$ cat src/shared/usbh_defines.svh
// Constants for the endpoint 0 handshake block
// Behaviour
// - A SETUP, host ACK of a non-empty IN packet or a non-empty OUT data stage sets the interrupt and busy flags.
// - A finished SETUP packet sets the setup-arrived flag.
// - SETUP or host ACK of a non-empty IN packet sets the IN-stage flag.
// - SETUP or a non-empty OUT data stage sets the OUT-stage flag.
// - Firmware clears counter and sets stall bit; hardware then answers STALL.
// - Bridge holds address bit 15 high during a cycle, clears it after.
// - After OUT data, bytes received equal 14 minus the counter.
`ifndef USBH_DEFINES_SVH
`define USBH_DEFINES_SVH
`define USBH_INT_BIT   0
`define USBH_BUSY_BIT  1
`define USBH_SETUP_BIT 2
`define USBH_IN_BIT    3
`define USBH_OUT_BIT   4
`define USBH_STALL_BIT 5
`define USBH_CTL_RESET 8'h00
`define USBH_CNT_OUT_BASE 4'he
`define USBH_CNT_RESET 4'h0
`define USBH_BUF_AW    4
`define USBH_GO_BIT    15
`define USBH_WR_BIT    14
`endif

$ cat src/shared/usbh_pkg.sv
// Types shared by the endpoint 0 handshake block
package usbh_pkg;
    typedef struct packed {
        logic       setupDone;   // Valid SETUP packet finished
        logic       inAck;       // Host ACKed our last IN packet
        logic       inToken;     // IN token addressed to endpoint 0
        logic       outToken;    // OUT token addressed to endpoint 0
        logic       outByteVld;  // OUT data byte strobe
        logic [7:0] outByte;     // OUT data byte
        logic       outEnd;      // OUT data packet finished, CRC good
    } usbh_link_in_t;
    typedef struct packed {
        logic       ack;
        logic       nak;
        logic       stall;
    } usbh_hs_t;
    typedef enum logic [1:0] {TX_IDLE, TX_SEND, TX_ZLP} usbh_tx_state_t;
    typedef enum logic {IO_IDLE, IO_BUSY} usbh_io_state_t;
endpackage

$ cat src/design/usbh_ep0_handshake.sv
// Endpoint 0 handshake logic between link, firmware and register I/O bridge
`timescale 1ns/100ps
`include "usbh_defines.svh"
module usbh_ep0_handshake
    import usbh_pkg::*;
(
    input  wire logic                     clock,
    input  wire logic                     rst,
    input  wire usbh_link_in_t            linkIn,
    input  wire logic [7:0]               setupByte,
    input  wire logic                     setupByteVld,
    output usbh_hs_t                      hsOut,
    output logic                          txValid,
    output logic      [7:0]               txByte,
    output logic                          txLast,
    output logic                          txZlp,
    input  wire logic                     mcuCtlWe,
    input  wire logic [7:0]               mcuCtlWdata,
    output logic      [7:0]               ctlHigh,
    output logic      [63:0]              setupCmd,
    input  wire logic                     mcuCntWe,
    input  wire logic [3:0]               mcuCntWdata,
    output logic      [3:0]               setupCnt,
    input  wire logic                     mcuBufWe,
    input  wire logic [`USBH_BUF_AW-1:0]  mcuBufAddr,
    input  wire logic [7:0]               mcuBufWdata,
    output logic      [7:0]               mcuBufRdata,
    input  wire logic                     ioAddrWe,
    input  wire logic [15:0]              ioAddrWdata,
    input  wire logic                     ioDataWe,
    input  wire logic [15:0]              ioDataWdata,
    output logic      [15:0]              ioAddr,
    output logic      [15:0]              ioData,
    output logic                          pbReq,
    output logic                          pbWrite,
    output logic      [13:0]              pbAddr,
    output logic      [15:0]              pbWdata,
    input  wire logic                     pbAck,
    input  wire logic [15:0]              pbRdata
);
    logic [7:0]  ctl_q, ctl_d;
    logic [3:0]  cnt_q, cnt_d;
    logic        rxOn_q, rxOn_d;
    logic        lastNz_q, lastNz_d;
    logic [63:0] cmd_q, cmd_d;
    logic [2:0]  cmdIdx_q, cmdIdx_d;
    usbh_hs_t    hs_q, hs_d;
    usbh_tx_state_t txSt_q, txSt_d;
    logic [3:0]  txIdx_q, txIdx_d;
    logic [3:0]  txLen_q, txLen_d;
    logic        txValid_q, txValid_d, txLast_q, txLast_d, txZlp_q, txZlp_d;
    usbh_io_state_t ioSt_q, ioSt_d;
    logic [15:0] ioAddr_q, ioAddr_d, ioData_q, ioData_d;
    logic        bufWe;
    logic [3:0]  bufWrAddr;
    logic [7:0]  bufWrData;
    logic        busy, stallReq, rxByte;

    // Flag shorthands
    assign busy     = ctl_q[`USBH_BUSY_BIT];
    assign stallReq = ctl_q[`USBH_STALL_BIT];
    assign rxByte   = rxOn_q && linkIn.outByteVld;

    // Setup packet capture
    always_comb begin
        cmd_d    = cmd_q;
        cmdIdx_d = cmdIdx_q;
        if (setupByteVld) begin
            cmd_d[cmdIdx_q*8 +: 8] = setupByte;
            cmdIdx_d               = cmdIdx_q + 3'h1;
        end
        if (linkIn.setupDone) cmdIdx_d = 3'h0;
    end

    // Control flags, counter, OUT reception and handshakes
    always_comb begin
        ctl_d    = ctl_q;
        cnt_d    = cnt_q;
        rxOn_d   = rxOn_q;
        lastNz_d = lastNz_q;
        hs_d     = '0;
        if (mcuCtlWe) ctl_d = mcuCtlWdata; // Firmware clears handled flags, may request stall
        if (mcuCntWe) cnt_d = mcuCntWdata;
        if (linkIn.outToken && !rxOn_q) begin
            if (stallReq) hs_d.stall = 1'b1;
            else if (busy) hs_d.nak = 1'b1;
            else begin
                rxOn_d = 1'b1;
                cnt_d  = `USBH_CNT_OUT_BASE;
            end
        end
        if (rxByte && cnt_q != 4'h0) cnt_d = cnt_q - 4'h1;
        if (rxOn_q && linkIn.outEnd) begin
            rxOn_d   = 1'b0;
            hs_d.ack = 1'b1;
            if (cnt_q != `USBH_CNT_OUT_BASE || rxByte) begin
                ctl_d[`USBH_INT_BIT]  = 1'b1;
                ctl_d[`USBH_BUSY_BIT] = 1'b1;
                ctl_d[`USBH_OUT_BIT]  = 1'b1;
            end
        end
        if (linkIn.inToken && txSt_q == TX_IDLE) begin
            if (stallReq) hs_d.stall = 1'b1;
            else if (busy) hs_d.nak = 1'b1;
            else lastNz_d = (cnt_q != 4'h0);
        end
        if (linkIn.inAck && lastNz_q) begin
            lastNz_d              = 1'b0;
            ctl_d[`USBH_INT_BIT]  = 1'b1;
            ctl_d[`USBH_BUSY_BIT] = 1'b1;
            ctl_d[`USBH_IN_BIT]   = 1'b1;
        end
        // A new SETUP always wins and lifts a pending stall
        if (linkIn.setupDone) begin
            ctl_d[`USBH_INT_BIT]   = 1'b1;
            ctl_d[`USBH_BUSY_BIT]  = 1'b1;
            ctl_d[`USBH_SETUP_BIT] = 1'b1;
            ctl_d[`USBH_IN_BIT]    = 1'b1;
            ctl_d[`USBH_OUT_BIT]   = 1'b1;
            ctl_d[`USBH_STALL_BIT] = 1'b0;
            rxOn_d                 = 1'b0;
            lastNz_d               = 1'b0;
            hs_d.ack               = 1'b1;
        end
    end

    // Buffer write port: received bytes beat firmware writes
    always_comb begin
        bufWe     = mcuBufWe;
        bufWrAddr = mcuBufAddr;
        bufWrData = mcuBufWdata;
        if (rxByte && cnt_q != 4'h0) begin
            bufWe     = 1'b1;
            bufWrAddr = `USBH_CNT_OUT_BASE - cnt_q;
            bufWrData = linkIn.outByte;
        end
    end

    // IN data transmission
    always_comb begin
        txSt_d    = txSt_q;
        txIdx_d   = txIdx_q;
        txLen_d   = txLen_q;
        txValid_d = 1'b0;
        txLast_d  = 1'b0;
        txZlp_d   = 1'b0;
        unique case (txSt_q)
            TX_IDLE: begin
                if (linkIn.inToken && !stallReq && !busy && !linkIn.setupDone) begin
                    txIdx_d = 4'h0;
                    txLen_d = cnt_q;
                    txSt_d  = (cnt_q == 4'h0) ? TX_ZLP : TX_SEND;
                end
            end
            TX_SEND: begin
                txValid_d = 1'b1;
                txLast_d  = (txIdx_q == txLen_q - 4'h1);
                txIdx_d   = txIdx_q + 4'h1;
                if (txIdx_q == txLen_q - 4'h1) txSt_d = TX_IDLE;
            end
            TX_ZLP: begin
                txZlp_d = 1'b1;
                txSt_d  = TX_IDLE;
            end
        endcase
    end

    // Register I/O bridge onto the peripheral bus
    always_comb begin
        ioSt_d   = ioSt_q;
        ioAddr_d = ioAddr_q;
        ioData_d = ioData_q;
        unique case (ioSt_q)
            IO_IDLE: begin
                if (ioDataWe) ioData_d = ioDataWdata;
                if (ioAddrWe) begin
                    ioAddr_d = ioAddrWdata;
                    if (ioAddrWdata[`USBH_GO_BIT]) ioSt_d = IO_BUSY;
                end
            end
            IO_BUSY: begin
                ioAddr_d[`USBH_GO_BIT] = 1'b1;
                if (pbAck) begin
                    ioAddr_d[`USBH_GO_BIT] = 1'b0;
                    ioSt_d                 = IO_IDLE;
                    if (!ioAddr_q[`USBH_WR_BIT]) ioData_d = pbRdata;
                end
            end
        endcase
    end

    // State registers
    always_ff @(posedge clock) begin
        if (rst) begin
            ctl_q     <= `USBH_CTL_RESET;
            cnt_q     <= `USBH_CNT_RESET;
            rxOn_q    <= 1'b0;
            lastNz_q  <= 1'b0;
            cmd_q     <= 64'h0;
            cmdIdx_q  <= 3'h0;
            hs_q      <= '0;
            txSt_q    <= TX_IDLE;
            txIdx_q   <= 4'h0;
            txLen_q   <= 4'h0;
            txValid_q <= 1'b0;
            txLast_q  <= 1'b0;
            txZlp_q   <= 1'b0;
            ioSt_q    <= IO_IDLE;
            ioAddr_q  <= 16'h0;
            ioData_q  <= 16'h0;
        end else begin
            ctl_q     <= ctl_d;
            cnt_q     <= cnt_d;
            rxOn_q    <= rxOn_d;
            lastNz_q  <= lastNz_d;
            cmd_q     <= cmd_d;
            cmdIdx_q  <= cmdIdx_d;
            hs_q      <= hs_d;
            txSt_q    <= txSt_d;
            txIdx_q   <= txIdx_d;
            txLen_q   <= txLen_d;
            txValid_q <= txValid_d;
            txLast_q  <= txLast_d;
            txZlp_q   <= txZlp_d;
            ioSt_q    <= ioSt_d;
            ioAddr_q  <= ioAddr_d;
            ioData_q  <= ioData_d;
        end
    end

    usbh_setup_buf u_buf (
        .clock   (clock),
        .we      (bufWe),
        .wrAddr  (bufWrAddr),
        .wrData  (bufWrData),
        .rdAddrA (txIdx_q),
        .rdDataA (txByte),
        .rdAddrB (mcuBufAddr),
        .rdDataB (mcuBufRdata)
    );

    // Output drive, all from flip-flops
    assign hsOut    = hs_q;
    assign txValid  = txValid_q;
    assign txLast   = txLast_q;
    assign txZlp    = txZlp_q;
    assign ctlHigh  = ctl_q;
    assign setupCmd = cmd_q;
    assign setupCnt = cnt_q;
    assign ioAddr   = ioAddr_q;
    assign ioData   = ioData_q;
    assign pbReq    = (ioSt_q == IO_BUSY);
    assign pbWrite  = ioAddr_q[`USBH_WR_BIT];
    assign pbAddr   = ioAddr_q[13:0];
    assign pbWdata  = ioData_q;

    // Helper counting bytes handed out in the current IN packet
    logic [3:0] txSeen_q;
    always_ff @(posedge clock) begin
        if (rst || txSt_q == TX_IDLE) txSeen_q <= 4'h0;
        else if (txValid_d) txSeen_q <= txSeen_q + 4'h1;
    end
endmodule

$ cat src/design/usbh_setup_buf.sv
// Setup data buffer with two registered read ports
`timescale 1ns/100ps
`include "usbh_defines.svh"
module usbh_setup_buf
    import usbh_pkg::*;
(
    input  wire logic                     clock,
    input  wire logic                     we,
    input  wire logic [`USBH_BUF_AW-1:0]  wrAddr,
    input  wire logic [7:0]               wrData,
    input  wire logic [`USBH_BUF_AW-1:0]  rdAddrA,
    output logic      [7:0]               rdDataA,
    input  wire logic [`USBH_BUF_AW-1:0]  rdAddrB,
    output logic      [7:0]               rdDataB
);
    logic [7:0] mem [0:(1<<`USBH_BUF_AW)-1];

    // Storage and registered reads
    always_ff @(posedge clock) begin
        if (we) begin
            mem[wrAddr] <= wrData;
        end
        rdDataA <= mem[rdAddrA];
        rdDataB <= mem[rdAddrB];
    end
endmodule

$ cat config.mk
export PLATFORM = sky130hd
export DESIGN_NAME = usbh_ep0_handshake
export DESIGN_NICKNAME = d
export VERILOG_FILES = /design/src/shared/usbh_pkg.sv /design/src/design/usbh_ep0_handshake.sv /design/src/design/usbh_setup_buf.sv
export VERILOG_INCLUDE_DIRS = /design/src /design/src/shared
export SDC_FILE = /design/constraint.sdc
export NUM_CORES = 1
export LEC_CHECK = 0
export BUFFER_PORTS_ARGS = -buffer_cell sky130_fd_sc_hd__buf_2
export CORE_MARGIN = 5
export CORE_UTILIZATION = 55
export DETAILED_ROUTE_END_ITERATION = 8
export GPL_TIMING_DRIVEN = 0
export PLACE_DENSITY = 0.81
export SLEW_MARGIN = 20
export SYNTH_ARGS = -nofsm -noshare
export SYNTH_HDL_FRONTEND = slang
export SYNTH_SLANG_ARGS = --single-unit
$ cat constraint.sdc
create_clock -name clock -period 5.22 [get_ports clock]
set_clock_uncertainty 0.1 [all_clocks]
set_input_delay 1.044 -clock clock [delete_from_list [all_inputs] [get_ports clock]]
set_output_delay 1.044 -clock clock [all_outputs]
set_load 0.01 [all_outputs]
==> impl_metrics.tcl <==
set metrics [dict create \
    setup_viol_count_final 0 \
    worstPathCellList "inv_1 -> ha_1 -> or3b_1 -> nand2_1 -> buf_2 -> a21oi_1 -> nor2_1" \
    avgSynthCellArea_um2 12.62 \
    synthesis.area_mm2 0.01204 \
    vias 9020 \
    drt_pre_antenna_iters 5 \
    cts_made_buffers 28 \
    num_rows 54 \
    synth_top_area_share_pct 31.94 \
    slowest_delay_ns 0.85 \
    seq_area_frac_synth_pct 56.22 \
    hold_class "reg -> reg" \
    cts.reportedPaths.clkPinSlew_ns 0.06 \
    crit_slowest_cell "nor2_1" \
    clk_path_buf_depth 3 \
    start_util_pct 55.49 \
    drive_gt1_share_pct 34.45 \
    yosys_warnings 0 \
    synth_edf_count 128 \
    slew_violations 0 \
    synth-main-ff-cell "dfxtp_1" \
    cts_hold_buf 0 \
    antenna_left 0 \
    p_sw_uw 1222 \
    crit_path_end_kind "flip-flop" \
    combPwrFrac_pct 13.3 \
    crit_type "reg -> reg" \
    synthesis.nets 1071 \
    p_int_uw 3792 \
    die_area_mm2 0.02494 \
    rsz0062_at_grt "false" \
    fmax_mhz 287.1 \
    via_per_inst 5.869 \
    nFillCells 1541 \
    clkSinkCount 274 \
    max-slew-margin-rel_pct 22.74 \
    min_period_ns 3.483 \
    antenna_found_initial 2 \
    power.clock.fraction_pct 39.4 \
    dpl_worst_slack_ns 1.423 \
    final_nets 1354 \
    drt_iter0_drc 826 \
    synthMostInstantiatedCell "dfxtp_1" \
    setup_ws_ns 1.737 \
    gp_congestion 0.8766 \
    clkLatencyLatePin_ns 0.54 \
    pwr-share-seq_pct 47.3 \
    grt_max_degree 17 \
    wl_um 34540 \
    root_buffer "clkbuf_16" \
    cp.arrival_ns 3.53 \
    power_switching_share_pct 24.37 \
    hold_violations 0 \
    die_y_um 157.9 \
    core_area_mm2 0.02169 \
    synth-async-reset-ratio_pct 0 \
    hpwlAfterDp_um 24250 \
    synth_top_area_cell "edfxtp_1" \
    cap_violations 0 \
    cts-resized-gates 0 \
    r2r_slack_ns 1.74 \
    insertedDiodeCount 0 \
    ys_ff_latch 274 \
    r2r-end "u_buf.mem[10][3]$_DFFE_PP_" \
    rr_worst_depth 7 \
    cts_setup_buffers 0 \
    wl_per_cell_um 22.47 \
    portBuffers 253 \
    area_growth_pct 20.99 \
    drc 0 \
    grt_pass1_vias 9035 \
    grt_first_pass_wirelength_um 51430 \
    endpoint "u_buf.mem[10][3]$_DFFE_PP_" \
    die_w_um 157.9 \
    grt_usage_pct 27.25 \
    finalSetupTns_ns 0 \
    netlist_instances 954 \
    cp-start-kind "flip-flop" \
    io_pins 265 \
    crit_required_ns 5.27 \
    ctsHtreeMaxLevel 1 \
    cp-startpoint "setupCnt[0]$_SDFF_PP0_" \
    grt_overflow 0 \
    path_max_fanout 10 \
    peakVddDrop_mv 0.2540 \
    finalCritPeriodShare_pct 66.72 \
    yosys.cell_types.count 56 \
    status "finished, final reports clean" \
    powerDensity_mw_per_mm2 344.4 \
    p_leak_uw 0.005771 \
    synth.cells.most_frequent "dfxtp_1 (146), edfxtp_1 (128), nand2_1 (91)" \
    cts_tree "yes" \
    tightest_slew_ns 1.155 \
    netlist_top_cells_area "edfxtp_1 (32%), dfxtp_1 (24%), mux4_2 (15%)" \
    worstReg2RegStart "setupCnt[0]$_SDFF_PP0_" \
]
worst max-delay path: cells and delay by family, from the launching register on:
family                     cells  cell delay (ns)
and+or+nand+nor                3             1.59
buffers and inverters          2             0.57
adders and majority gates      1             0.24
AOI/OAI and AO/OA              1             0.18
DFF                            1             0.40
power by group through the flow:
stage | Combinational [µW] | Sequential [µW] | Clock [µW]
floorplan | 415 | 2430 | 0
global placement | 648 | 2410 | 0
detailed placement | 661 | 2420 | 0
CTS | 666 | 2370 | 1990
global route | 721 | 2380 | 2100
finish | 665 | 2370 | 1980
cells by family after synthesis:
logic type | Yosys count | synth area share (%)
AND/OR/NAND/NOR | 292 | 11.58
flip-flops | 274 | 56.22
multiplexers | 130 | 19.17
AO/OA/AOI/OAI | 119 | 5.978
buffers and inverters | 112 | 4.647
adder cells (fa/ha/maj) | 14 | 1.455
XOR/XNOR | 13 | 0.9461
routing by layer:
metal / part of all wire, % / global-route usage, % / vias up
met5: 0.026 / 0 / -
met4: 4.0 / 9.504 / 2
met3: 9.5 / 6.889 / 116
met2: 51 / 47.26 / 524
met1: 36 / 33.27 / 4324
li1: - / - / 4054
through the flow:
step	util (%)	power, µW	hold WS, ns	instances	instance area [µm²]
2_1_floorplan	-	2847	0.3762	954	12040
3_3_place_gp	62.95	3060	0.3378	1487	13650
3_5_place_dp	62.95	3078	0.3446	1487	13650
4_1_cts	67.13	5032	0.3528	1537	14560
5_1_grt	67.14	5202	0.3718	1537	14560
6_report	67.14	5014	0.3517	1537	14560
registers in the layout, indices dropped and copies added (netlist names), 4 cells and up:
name           count
txLen_q            4
u_buf.rdDataA      8
ctlHigh            8
u_buf.rdDataB      8
setupCnt           4
txIdx_q            4
u_buf.mem        128
ioAddr            16
ioData            16
setupCmd          64
worst min-delay path by stage:
stage | from | endpoint | slack [ns] | depth (start not counted)
floorplan | setupCmd[10]$_SDFFE_PP0P_ | setupCmd[10]$_SDFFE_PP0P_ | 0.38 | 2
global placement | setupCmd[11]$_SDFFE_PP0P_ | setupCmd[11]$_SDFFE_PP0P_ | 0.34 | 2
detailed placement | setupCmd[26]$_SDFFE_PP0P_ | setupCmd[26]$_SDFFE_PP0P_ | 0.34 | 2
CTS | setupCmd[26]$_SDFFE_PP0P_ | setupCmd[26]$_SDFFE_PP0P_ | 0.35 | 2
global route | setupCmd[8]$_SDFFE_PP0P_ | setupCmd[8]$_SDFFE_PP0P_ | 0.37 | 2
finish | setupCmd[26]$_SDFFE_PP0P_ | setupCmd[26]$_SDFFE_PP0P_ | 0.35 | 2
layout by cell type (no fill, tap or decap), types with 6 or more instances in the layout:
cell type  synthesis  final
dfxtp_1          146    146
mux2i_1           46     46
a211oi_1          19     19
nand2b_1          27     27
xnor2_1            8      8
nor2_1            71     70
buf_4             33     33
inv_1             12     12
and2_1             6      6
mux4_2            80     80
nand3_1           46     46
nand2_1           91     91
buf_2             12    265
nor3b_1            6      6
buf_1              6      6
clkbuf_16          0     29
clkbuf_1          48     51
nor2b_1            9      9
nor3_1            13     13
edfxtp_1         128    128
clkinv_1           0      6
a21oi_1           75     75
ha_1              14     14
cell type report:
type | count | area [µm²] | area share [%]
plain buffers | 99 | 510.5 | 3.506
clock buffers | 36 | 792.0 | 5.439
clock inverters | 14 | 115.1 | 0.7905
inverters | 13 | 48.80 | 0.3351
multi-input cells | 568 | 4712 | 32.36
flip-flops and latches | 274 | 6766 | 46.47
well taps | 280 | 350.3 | 2.406
repair buffers | 253 | 1266 | 8.696
Note: power is estimated with default switching activity, not from simulation.
